$ cat src/ait_defines.vh
/*
  constants for the acquisition timing block: register offsets, field
  positions, reset values and timing counts.
  assumes a 20 MHz core clock and byte addresses on an 8-bit register port.
*/
`ifndef AIT_DEFINES_VH
`define AIT_DEFINES_VH

// core clock and settling gap between scanned channels
`define AIT_CLK_HZ 20000000
`define AIT_SETTLE_NS 10000
`define AIT_SETTLE_CYC ((`AIT_SETTLE_NS * (`AIT_CLK_HZ / 1000000) + 999) / 1000)

// engine register offsets inside a 32-byte engine window
`define AIT_R_CTRL 3'h0
`define AIT_R_DIV 3'h1
`define AIT_R_PRE 3'h2
`define AIT_R_CONVT 3'h3
`define AIT_R_STAT 3'h4
`define AIT_R_CMD 3'h5
`define AIT_R_POST 3'h6
// slot registers start here, one word per slot
`define AIT_SLOT_BASE 8'h80

// control fields
`define AIT_C_TB 1:0
`define AIT_C_START 3:2
`define AIT_C_REF 5:4
`define AIT_C_PAUSE 7:6
`define AIT_C_PPOL 8
`define AIT_C_INV 9
`define AIT_C_SYNC 10
`define AIT_C_LINE 11
`define AIT_C_SINGLE 12
`define AIT_C_REFEN 13
`define AIT_C_SWPAUSE 14

// command bits
`define AIT_CMD_COMMIT 0
`define AIT_CMD_START 1
`define AIT_CMD_REF 2
`define AIT_CMD_STOP 3

// slot fields
`define AIT_S_OWN 1:0
`define AIT_S_EN 2
`define AIT_S_TYPE 4:3
`define AIT_S_CH 8:5

// slot types
`define AIT_T_SCAN 2'h0
`define AIT_T_SSH 2'h1
`define AIT_T_OVS 2'h2
`define AIT_T_SLOW 2'h3

// timebase choices
`define AIT_TB_80M 2'h0
`define AIT_TB_100K 2'h1
`define AIT_TB_EXT 2'h2
`define AIT_TB_OVS 2'h3

// reset values
`define AIT_RST_CTRL 16'h0100
`define AIT_RST_DIV 16'h0001
`define AIT_RST_ZERO 16'h0000
`define AIT_RST_SLOT 9'h000

`endif

$ cat src/ait_timing.v
/*
  acquisition timing: three timing engines, convert sequencing for four
  module slots, synchronisation pulses and slow-module repeat marking.
  assumes all inputs are synchronous to core_clk_in and that timebase
  inputs arrive as one-cycle tick pulses.
*/
// Added by the designer: the address map and strobed register access.
// Notes on behaviour
// - three independent engines; module owned by one
// - start, reference, pause from digital, analog, software
// - digital triggers from two parallel input slots
// - timebase selectable: 80M, 100k, external, oversample
// - sample clock on terminal, active high default
// - timebase divided down, never driven out
// - each sample starts one convert per channel
// - convert spacing is conversion time plus settling
// - too short period: spread converts evenly
// - one gap shared by all modules in task
// - simultaneous modules sample all inputs each pulse
// - only two synchronisation pulse lines exist
// - oversample clock serves as timebase, fastest default
// - sample rate is integer division of timebase
// - oversample-derived clock triggers all task modules
// - one sync pulse resets oversampling converters together
// - slow module repeats last value until done
// - slow first value at commit, second after start
// - single-point mode never repeats slow values
// - pause is level, programmable polarity, halts clock
// - reference before pretrigger count is ignored
`timescale 1ns/1ps
`include "ait_defines.vh"

module ait_timing (
  input wire core_clk_in,
  input wire rst_in,
  input wire [7:0] reg_addr_in,
  input wire [31:0] reg_wdata_in,
  input wire reg_wr_in,
  input wire reg_rd_in,
  output reg [31:0] reg_rdata_out,
  input wire tb_80m_tick_in,
  input wire tb_100k_tick_in,
  input wire ext_tb_tick_in,
  input wire [1:0] os_tick_in,
  input wire [1:0] dig_trig_in,
  input wire analog_trig_in,
  input wire [3:0] slow_done_in,
  output reg [2:0] function_terminal_out,
  output reg [3:0] convert_out,
  output reg [3:0] simultaneous_sampling_out,
  output reg [3:0] slow_convert_out,
  output reg [3:0] slow_repeat_out,
  output reg [1:0] sync_pulse_out
);

  localparam integer SETTLE_N = `AIT_SETTLE_CYC;
  localparam [16:0] SETTLE = SETTLE_N[16:0];
  localparam [1:0] ST_IDLE = 2'h0;
  localparam [1:0] ST_ARMED = 2'h1;
  localparam [1:0] ST_RUN = 2'h2;

  ////////////////////////////////////////////////////////////////////////////

  // software source is selector 0, then the two digital slots, then analog
  function trig_pick;
    input [1:0] sel;
    input sw;
    input [1:0] dig;
    input ana;
    begin
      case (sel)
        2'h0: trig_pick = sw;
        2'h1: trig_pick = dig[0];
        2'h2: trig_pick = dig[1];
        default: trig_pick = ana;
      endcase
    end
  endfunction

  function eng_hit;
    input [7:0] a;
    input integer n;
    begin
      eng_hit = (a[7] == 1'b0) && (a[6:5] == n[1:0]) && (a[4:2] <= `AIT_R_POST);
    end
  endfunction

  function own_hit;
    input [8:0] cfg;
    input integer n;
    begin
      own_hit = cfg[`AIT_S_EN] && (cfg[`AIT_S_OWN] == n[1:0]);
    end
  endfunction

  ////////////////////////////////////////////////////////////////////////////

  wire [2:0] eng_samp_w;
  wire [2:0] eng_conv_w;
  wire [2:0] eng_commit_w;
  wire [2:0] eng_start_w;
  wire [2:0] eng_single_w;
  wire [2:0] eng_sync0_w;
  wire [2:0] eng_sync1_w;
  wire [2:0] eng_ft_w;
  wire [11:0] eng_idx_w;
  wire [95:0] eng_rd_w;
  wire [35:0] slot_cfg_w;

  genvar e;
  genvar s;

  generate
    for (e = 0; e < 3; e = e + 1)
    begin : g_eng
      reg [15:0] ctrl_q;
      reg [15:0] div_q;
      reg [15:0] pre_q;
      reg [15:0] post_q;
      reg [15:0] convt_q;
      reg [1:0] st_q;
      reg ovr_q;
      reg refd_q;
      reg busy_q;
      reg per_ok_q;
      reg st_prev_q;
      reg rf_prev_q;
      reg [15:0] scnt_q;
      reg [15:0] pcnt_q;
      reg [15:0] tcnt_q;
      reg [15:0] per_q;
      reg [15:0] pmeas_q;
      reg [15:0] gap_q;
      reg [3:0] idx_q;
      reg [3:0] maxch;
      reg tick;
      reg [31:0] rd;
      reg [15:0] spc;
      integer i;

      wire sel_w = reg_wr_in && eng_hit(reg_addr_in, e);
      wire [2:0] ro_w = reg_addr_in[4:2];
      wire cmd_w = sel_w && (ro_w == `AIT_R_CMD);
      wire commit_w = cmd_w && reg_wdata_in[`AIT_CMD_COMMIT] && (st_q == ST_IDLE);
      wire stop_w = cmd_w && reg_wdata_in[`AIT_CMD_STOP];
      wire sw_start_w = cmd_w && reg_wdata_in[`AIT_CMD_START];
      wire sw_ref_w = cmd_w && reg_wdata_in[`AIT_CMD_REF];
      // trigger sources; edges for start and reference, level for pause
      wire start_lv_w = trig_pick(ctrl_q[`AIT_C_START], sw_start_w, dig_trig_in,
                                  analog_trig_in);
      wire ref_lv_w = trig_pick(ctrl_q[`AIT_C_REF], sw_ref_w, dig_trig_in, analog_trig_in);
      wire paused_w = trig_pick(ctrl_q[`AIT_C_PAUSE], ctrl_q[`AIT_C_SWPAUSE], dig_trig_in,
                                analog_trig_in) == ctrl_q[`AIT_C_PPOL];
      wire start_w = (st_q == ST_ARMED) && start_lv_w && !st_prev_q;
      wire ref_w = (st_q == ST_RUN) && ref_lv_w && !rf_prev_q;
      wire [15:0] divm1_w = (div_q == 16'h0000) ? 16'h0000 : div_q - 16'h0001;
      wire samp_w = (st_q == ST_RUN) && tick && !paused_w && (tcnt_q >= divm1_w);
      wire acc_w = samp_w && !busy_q;
      wire [16:0] full_w = {1'b0, convt_q} + SETTLE;
      wire [20:0] need_w = maxch * full_w;
      wire even_w = per_ok_q && (need_w > {5'h00, per_q});

      // timebase choice; only its divided result leaves the block
      always @*
      begin
        case (ctrl_q[`AIT_C_TB])
          `AIT_TB_80M: tick = tb_80m_tick_in;
          `AIT_TB_100K: tick = tb_100k_tick_in;
          `AIT_TB_EXT: tick = ext_tb_tick_in;
          // line 0 carries the fastest oversample clock unless line 1 is picked
          default: tick = os_tick_in[ctrl_q[`AIT_C_LINE]];
        endcase
      end

      // widest scanned module sets the sequence length of the task
      always @*
      begin
        maxch = 4'h0;
        for (i = 0; i < 4; i = i + 1)
        begin
          if (own_hit(slot_cfg_w[i*9 +: 9], e) &&
              (slot_cfg_w[i*9+3 +: 2] == `AIT_T_SCAN) &&
              (slot_cfg_w[i*9+5 +: 4] > maxch))
          begin
            maxch = slot_cfg_w[i*9+5 +: 4];
          end
        end
      end

      always @*
      begin
        if (even_w && (maxch != 4'h0))
        begin
          spc = per_q / {12'h000, maxch};
        end
        else
        begin
          spc = full_w[16] ? 16'hffff : full_w[15:0];
        end
      end

      always @*
      begin
        case (ro_w)
          `AIT_R_CTRL: rd = {16'h0000, ctrl_q};
          `AIT_R_DIV: rd = {16'h0000, div_q};
          `AIT_R_PRE: rd = {16'h0000, pre_q};
          `AIT_R_CONVT: rd = {16'h0000, convt_q};
          `AIT_R_STAT: rd = {scnt_q, 9'h000, busy_q, refd_q, ovr_q, paused_w, 1'b0, st_q};
          `AIT_R_POST: rd = {16'h0000, post_q};
          default: rd = 32'h00000000;
        endcase
      end

      always @(posedge core_clk_in)
      begin
        if (rst_in)
        begin
          ctrl_q <= `AIT_RST_CTRL;
          div_q <= `AIT_RST_DIV;
          pre_q <= `AIT_RST_ZERO;
          post_q <= `AIT_RST_ZERO;
          convt_q <= `AIT_RST_ZERO;
          st_q <= ST_IDLE;
          ovr_q <= 1'b0;
          refd_q <= 1'b0;
          busy_q <= 1'b0;
          per_ok_q <= 1'b0;
          st_prev_q <= 1'b0;
          rf_prev_q <= 1'b0;
          scnt_q <= 16'h0000;
          pcnt_q <= 16'h0000;
          tcnt_q <= 16'h0000;
          per_q <= 16'h0000;
          pmeas_q <= 16'h0000;
          gap_q <= 16'h0000;
          idx_q <= 4'h0;
        end
        else
        begin
          st_prev_q <= start_lv_w;
          rf_prev_q <= ref_lv_w;
          if (sel_w && (ro_w == `AIT_R_CTRL))
          begin
            ctrl_q <= reg_wdata_in[15:0];
          end
          if (sel_w && (ro_w == `AIT_R_DIV))
          begin
            div_q <= reg_wdata_in[15:0];
          end
          if (sel_w && (ro_w == `AIT_R_PRE))
          begin
            pre_q <= reg_wdata_in[15:0];
          end
          if (sel_w && (ro_w == `AIT_R_CONVT))
          begin
            convt_q <= reg_wdata_in[15:0];
          end
          if (sel_w && (ro_w == `AIT_R_POST))
          begin
            post_q <= reg_wdata_in[15:0];
          end
          // divider counts timebase ticks, frozen while paused
          if ((st_q == ST_RUN) && tick && !paused_w)
          begin
            tcnt_q <= samp_w ? 16'h0000 : tcnt_q + 16'h0001;
          end
          // sample period in core cycles, for even spacing
          if (samp_w)
          begin
            per_q <= pmeas_q;
            per_ok_q <= 1'b1;
            pmeas_q <= 16'h0000;
          end
          else if (pmeas_q != 16'hffff)
          begin
            pmeas_q <= pmeas_q + 16'h0001;
          end
          // convert sequencer
          if (acc_w)
          begin
            busy_q <= (maxch > 4'h1);
            idx_q <= 4'h0;
            gap_q <= (spc == 16'h0000) ? 16'h0000 : spc - 16'h0001;
          end
          else if (busy_q)
          begin
            if (gap_q == 16'h0000)
            begin
              idx_q <= idx_q + 4'h1;
              busy_q <= (idx_q + 4'h2) < maxch;
              gap_q <= (spc == 16'h0000) ? 16'h0000 : spc - 16'h0001;
            end
            else
            begin
              gap_q <= gap_q - 16'h0001;
            end
          end
          // overrun: a sample pulse while converts are still running
          if (commit_w)
          begin
            ovr_q <= 1'b0;
          end
          if (samp_w && busy_q)
          begin
            ovr_q <= 1'b1;
          end
          case (st_q)
            ST_IDLE:
            begin
              if (commit_w)
              begin
                st_q <= ST_ARMED;
                scnt_q <= 16'h0000;
                pcnt_q <= 16'h0000;
                refd_q <= 1'b0;
                tcnt_q <= 16'h0000;
                per_ok_q <= 1'b0;
              end
            end
            ST_ARMED:
            begin
              if (stop_w)
              begin
                st_q <= ST_IDLE;
              end
              else if (start_w)
              begin
                st_q <= ST_RUN;
              end
            end
            ST_RUN:
            begin
              if (stop_w)
              begin
                st_q <= ST_IDLE;
              end
              else
              begin
                if (acc_w)
                begin
                  if (scnt_q != 16'hffff)
                  begin
                    scnt_q <= scnt_q + 16'h0001;
                  end
                  if (refd_q)
                  begin
                    pcnt_q <= pcnt_q + 16'h0001;
                    if ((pcnt_q + 16'h0001) >= post_q)
                    begin
                      st_q <= ST_IDLE;
                    end
                  end
                end
                if (ref_w && ctrl_q[`AIT_C_REFEN] && !refd_q && (scnt_q >= pre_q))
                begin
                  refd_q <= 1'b1;
                end
              end
            end
            default: st_q <= ST_IDLE;
          endcase
        end
      end

      assign eng_samp_w[e] = acc_w;
      assign eng_conv_w[e] = acc_w || (busy_q && (gap_q == 16'h0000));
      assign eng_idx_w[e*4 +: 4] = acc_w ? 4'h0 : idx_q + 4'h1;
      assign eng_commit_w[e] = commit_w;
      assign eng_start_w[e] = start_w;
      assign eng_single_w[e] = ctrl_q[`AIT_C_SINGLE];
      assign eng_sync0_w[e] = start_w && ctrl_q[`AIT_C_SYNC] && !ctrl_q[`AIT_C_LINE];
      assign eng_sync1_w[e] = start_w && ctrl_q[`AIT_C_SYNC] && ctrl_q[`AIT_C_LINE];
      assign eng_ft_w[e] = acc_w ^ ctrl_q[`AIT_C_INV];
      assign eng_rd_w[e*32 +: 32] = rd;
    end
  endgenerate

  ////////////////////////////////////////////////////////////////////////////

  // module slots: each slot belongs to exactly one engine
  generate
    for (s = 0; s < 4; s = s + 1)
    begin : g_slot
      reg [8:0] cfg_q;
      reg fresh_q;
      reg busy_q;
      wire [1:0] own_w = cfg_q[`AIT_S_OWN];
      wire en_w = cfg_q[`AIT_S_EN];
      wire [1:0] ty_w = cfg_q[`AIT_S_TYPE];
      wire samp_w = en_w && eng_samp_w[own_w];
      wire slow_w = en_w && (ty_w == `AIT_T_SLOW);
      wire single_w = eng_single_w[own_w];
      // first conversion at commit, second at start, then on demand
      wire slow_go_w = slow_w && (eng_commit_w[own_w] || eng_start_w[own_w] ||
                                  (samp_w && (!busy_q || single_w)));

      always @(posedge core_clk_in)
      begin
        if (rst_in)
        begin
          cfg_q <= `AIT_RST_SLOT;
          fresh_q <= 1'b0;
          busy_q <= 1'b0;
          convert_out[s] <= 1'b0;
          simultaneous_sampling_out[s] <= 1'b0;
          slow_convert_out[s] <= 1'b0;
          slow_repeat_out[s] <= 1'b0;
        end
        else
        begin
          if (reg_wr_in && (reg_addr_in == (`AIT_SLOT_BASE + s * 4)))
          begin
            cfg_q <= reg_wdata_in[8:0];
          end
          convert_out[s] <= en_w && (ty_w == `AIT_T_SCAN) && eng_conv_w[own_w] &&
                            (eng_idx_w[own_w*4 +: 4] < cfg_q[`AIT_S_CH]);
          // simultaneous and oversampling modules take the whole sample at once
          simultaneous_sampling_out[s] <= samp_w && (ty_w != `AIT_T_SCAN) &&
                                          (ty_w != `AIT_T_SLOW);
          slow_convert_out[s] <= slow_go_w;
          if (samp_w && slow_w)
          begin
            slow_repeat_out[s] <= !fresh_q && !single_w;
          end
          // a completion in the same cycle as a sample counts as fresh next time
          if (samp_w)
          begin
            fresh_q <= 1'b0;
          end
          if (slow_done_in[s])
          begin
            fresh_q <= 1'b1;
          end
          if (slow_done_in[s])
          begin
            busy_q <= 1'b0;
          end
          if (slow_go_w)
          begin
            busy_q <= 1'b1;
          end
        end
      end

      assign slot_cfg_w[s*9 +: 9] = cfg_q;
    end
  endgenerate

  ////////////////////////////////////////////////////////////////////////////

  // shared outputs and register read port
  always @(posedge core_clk_in)
  begin
    if (rst_in)
    begin
      function_terminal_out <= 3'h0;
      sync_pulse_out <= 2'h0;
      reg_rdata_out <= 32'h00000000;
    end
    else
    begin
      function_terminal_out <= eng_ft_w;
      sync_pulse_out <= {|eng_sync1_w, |eng_sync0_w};
      if (reg_rd_in)
      begin
        if (reg_addr_in[7] && (reg_addr_in[6:4] == 3'h0) && (reg_addr_in[1:0] == 2'h0))
        begin
          reg_rdata_out <= {23'h000000, slot_cfg_w[reg_addr_in[3:2]*9 +: 9]};
        end
        else if (!reg_addr_in[7] && (reg_addr_in[6:5] != 2'h3) &&
                 (reg_addr_in[1:0] == 2'h0))
        begin
          reg_rdata_out <= eng_rd_w[reg_addr_in[6:5]*32 +: 32];
        end
        else
        begin
          reg_rdata_out <= 32'h00000000;
        end
      end
      else
      begin
        reg_rdata_out <= 32'h00000000;
      end
    end
  end

endmodule // ait_timing

$ cat config.mk
export PLATFORM = sky130hd
export DESIGN_NAME = ait_timing
export DESIGN_NICKNAME = d
export VERILOG_FILES = /design/src/ait_timing.v
export VERILOG_INCLUDE_DIRS = /design/src
export SDC_FILE = /design/constraint.sdc
export NUM_CORES = 2
export LEC_CHECK = 0
export BUFFER_PORTS_ARGS = -buffer_cell sky130_fd_sc_hd__clkbuf_2
export CAP_MARGIN = 10
export CORE_MARGIN = 4
export CORE_UTILIZATION = 45
export CTS_CLUSTER_SIZE = 25
export DETAILED_ROUTE_END_ITERATION = 16
export MAX_ROUTING_LAYER = met4
export PLACE_DENSITY_LB_ADDON = 0.08
export SLEW_MARGIN = 30
export SYNTH_ARGS = -nofsm -noshare
export SYNTH_HDL_FRONTEND = slang
export SYNTH_SLANG_ARGS = --single-unit
$ cat constraint.sdc
create_clock -name core_clk_in -period 38.2 [get_ports core_clk_in]
set_clock_uncertainty 0.15 [all_clocks]
set_input_delay 3.82 -clock core_clk_in [delete_from_list [all_inputs] [get_ports core_clk_in]]
set_output_delay 3.82 -clock core_clk_in [all_outputs]
set_load 0.01 [all_outputs]
==> summary.md <==
| Metric | Value |
|---|---|
| Outcome | complete, no violations |
| Top FF cell, synth | dfxtp_1 |
| Number of enable-type register cells in the synthesized netlist | 0 |
| Wirelength per Cell | 20.8 um |
| Total routing usage reported by global routing | 29.1% |
| Number of H-tree branching levels | 3 |
| Tot Pwr | 1.57 mW |
| Via total after detailed routing | 56.5k |
| Vias per std cell | 5.88 |
| Final critical-path required period | 35430 ps |
| Synthesized Nets | 8514 |
| Clk root buf | clkbuf_16 |
| Count of nets after finishing | 8475 |
| Post-synthesis instance area | 58900 um2 |
| Count of nets left with antenna violations after detail routing | 0 |
| Worst Path Required | 38600 ps |
| F_max | 28.2 MHz |
| Max-cap violations | 0 |
| Area of the die | 137000 um2 |
| Worst IR Drop VDD | 0.0318 mV |
| DRC violation total after the first TritonRoute iteration | 4842 |
| Fin. Hold Viols | 0 |
| Routed WL | 200 mm |
| Clk sinks | 661 |
| DRC violation count after routing | 0 |
| Total Negative Setup Slacks | 0 ps |
| Share of total power in sequential cells | 44.2% |
| Yosys warnings | 0 |
| Horizontal die dimension | 370 um |
| Kind of end point of the critical path | register |
| Internal Dissipation | 1.18 mW |
| Count of final max-slew check failures | 0 |
| Critical Path Fanout Max | 10 |
| Vias in the first global route | 52.7k |
| Drt pass-1 iters | 6 |
| Crit path largest cell delay | 540 ps |
| Type of the worst min-delay path | reg -> reg |
| CP startpoint kind | register |
| Number of instances in the synthesized netlist | 7837 |
| Unique cell type count in the Yosys netlist | 135 |
| Wire length of the first global-routing pass | 309 mm |
| Routability-driven placement congestion ratio | 0.979 |
| Area share of the largest cell type after synthesis | 22.5% |
| Fin Hold WS | 303 ps |
| Number of buffers created by CTS | 81 |
| Detailed Place HPWL | 150 mm |
| GR Overflow Total | 0 |
| Ys async rst share | 0% |
| Fraction of layout cells with a size suffix above 1 | 9.16% |
| Net switching power of the design | 0.389 mW |
| Worst-margin pin slew | 1080 ps |
| Post-route fraction of the period consumed by the critical path | 92.8% |
| Initial Utilization | 45.4% |
| Most common library cell in the layout ignoring fill and taps | nand2_1 |
| RSZ-0062 raised after global routing | true |
| Port-buffer cells | 92 |
| TritonCTS clock tree | built |
| Part of the total power dissipated in combinational logic | 4.2% |
| Biggest area contributors in the synthesized netlist | dfxtp_1, ha_1, nand2_1 |
| Net Sw Frac | 24.8% |
| Maximum number of pins on one net before global-route repair | 196 |
| Avg Cell Area, Syn | 7.51 um2 |
| Area inside the core boundary | 130000 um2 |
| Bufs on Longest Clock Path | 3 |
| Flops & latches, synth | 661 |
| Clock edge transition at the registers on the reported setup and hold paths | 60 ps |
| DIE HEIGHT | 370 um |
| Source-to-sink clock delay at the later pin of the worst-skew pair | 710 ps |
| Leakage power summed over all cells | 25.7 nW |
| Start-to-end type of the worst setup path | reg -> reg |
| Library cell occupying the most area in the post-synthesis netlist | dfxtp_1 |
| Setup Viol. Count Final | 0 |
| Area Overhead vs Synth | 9.70% |
| Worst slew margin relative to its limit | 28.0% |
| Power per cell area | 24.3 nW/um2 |
| Slowest library cell on the worst path | or4b_4 |
| Clk network pwr share | 51.6% |
| I/O pin count | 109 |
| Commonest non-fill, non-tap cells in the layout | nand2_1, nor2_1, dfxtp_1, a21oi_1, ha_1 |
| Arrival time at the worst endpoint | 35830 ps |
| Cell row count | 132 |
| Number of antenna violations at the first check in global routing | 10 |
| Proportion of synthesized chip area in sequential cells | 22.5% |
## final cells by class
cell class,count,area (um2)
Clock inverter,30,410
Timing Repair Buffer,244,1640
Antenna cell,7,17.5
Multi-Input combinational cell,6407,43200
Fill cell,13000,65200
Sequential cell,661,13200
Tap cell,1742,2180
Inverter,403,1510
Clock buffer,115,2370
## power groups by stage
stage | registers (mW) | clock network [mW] | logic [mW]
2_1_floorplan | 0.708 | 0 | 0.0381
3_3_place_gp | 0.710 | 0 | 0.0637
3_5_place_dp | 0.710 | 0 | 0.0640
4_1_cts | 0.695 | 0.826 | 0.0642
5_1_grt | 0.695 | 0.853 | 0.0687
6_report | 0.695 | 0.810 | 0.0665
## sequential cells by signal, summed over array words and instances, names as in the netlist, 12 cells and up
| name | flops |
|---|---|
| g_eng.tcnt_q | 48 |
| g_slot.cfg_q | 36 |
| g_eng.convt_q | 48 |
| g_eng.gap_q | 48 |
| reg_rdata_out | 32 |
| g_eng.pre_q | 48 |
| g_eng.per_q | 48 |
| g_eng.pcnt_q | 48 |
| g_eng.ctrl_q | 48 |
| g_eng.post_q | 48 |
| g_eng.idx_q | 12 |
| g_eng.scnt_q | 48 |
| g_eng.div_q | 48 |
| g_eng.pmeas_q | 48 |
## cells in the mapped netlist (105+ instances only)
cell type and n:
a22oi_1 105, nand3_1 191, clkbuf_1 320, inv_1 402, nand2_1 1120, nor2_1 819, nor2b_1 143, mux2i_1 204
xnor2_1 219, dfxtp_1 661, xor2_1 231, a21oi_1 672, nand2b_1 142, o21ai_0 295, ha_1 531, nor3_1 210
## cells by family after synthesis
kind of cell / after synthesis / synth area share [%]
xor+xnor: 450 / 6.69
fa+ha+maj: 626 / 14.4
buf+inv: 769 / 4.99
compound gates: 1849 / 20.2
flops: 661 / 22.5
simple gates: 3175 / 25.4
mux: 307 / 5.85
## what timing repair did
item / 4_1_cts / 5_1_grt
hold endpoints to repair: 0 / 0
setup endpoints to repair: 0 / 48
gates resized for setup: 0 / 84
hold buffers: 0 / 0
setup buffers: 0 / 18
## worst max-delay path, delay by kind of cell, from the launching register on
kind | cells | cell delay (ps)
AOI/OAI and AO/OA | 73 | 13410
and+or+nand+nor | 59 | 11970
adders and majority gates | 19 | 5490
muxes | 9 | 2500
buffers and inverters | 9 | 1350
DFF | 1 | 400
## metal layers
layer	wire length (um)	part of all wire, %	vias to the layer above	GRT usage, %
met4	7480	3.7	0	9.50
li1	-	-	27600	-
met1	92100	46	26800	40.0
met2	86500	43	1821	44.2
met3	13600	6.8	358	3.95
met5	0	0	-	-
## worst paths after layout
path	start	to	slack, ps	depth (start not counted)
max	g_slot[0].cfg_q[2]	g_eng[2].gap_q[2]	2770	169
min	g_slot[2].busy_q	g_slot[2].busy_q	300	1
max reg2reg	g_slot[0].cfg_q[2]	g_eng[2].gap_q[2]	2770	169
min reg2reg	g_slot[2].busy_q	g_slot[2].busy_q	300	1
## stage by stage
| step | setup slack, ps | util, % | std cells | area [um2] |
|---|---|---|---|---|
| CTS | 444 | 49.3 | 9584 | 64000 |
| detailed placement | 573 | 47.2 | 9439 | 61300 |
| floorplan | 4560 | - | 7837 | 58900 |
| global route | -150 | 49.8 | 9607 | 64600 |
| global placement | 1300 | 47.2 | 9439 | 61200 |
| finish | 2770 | 49.8 | 9609 | 64600 |
No activity file was read; power rests on OpenSTA's default activity.
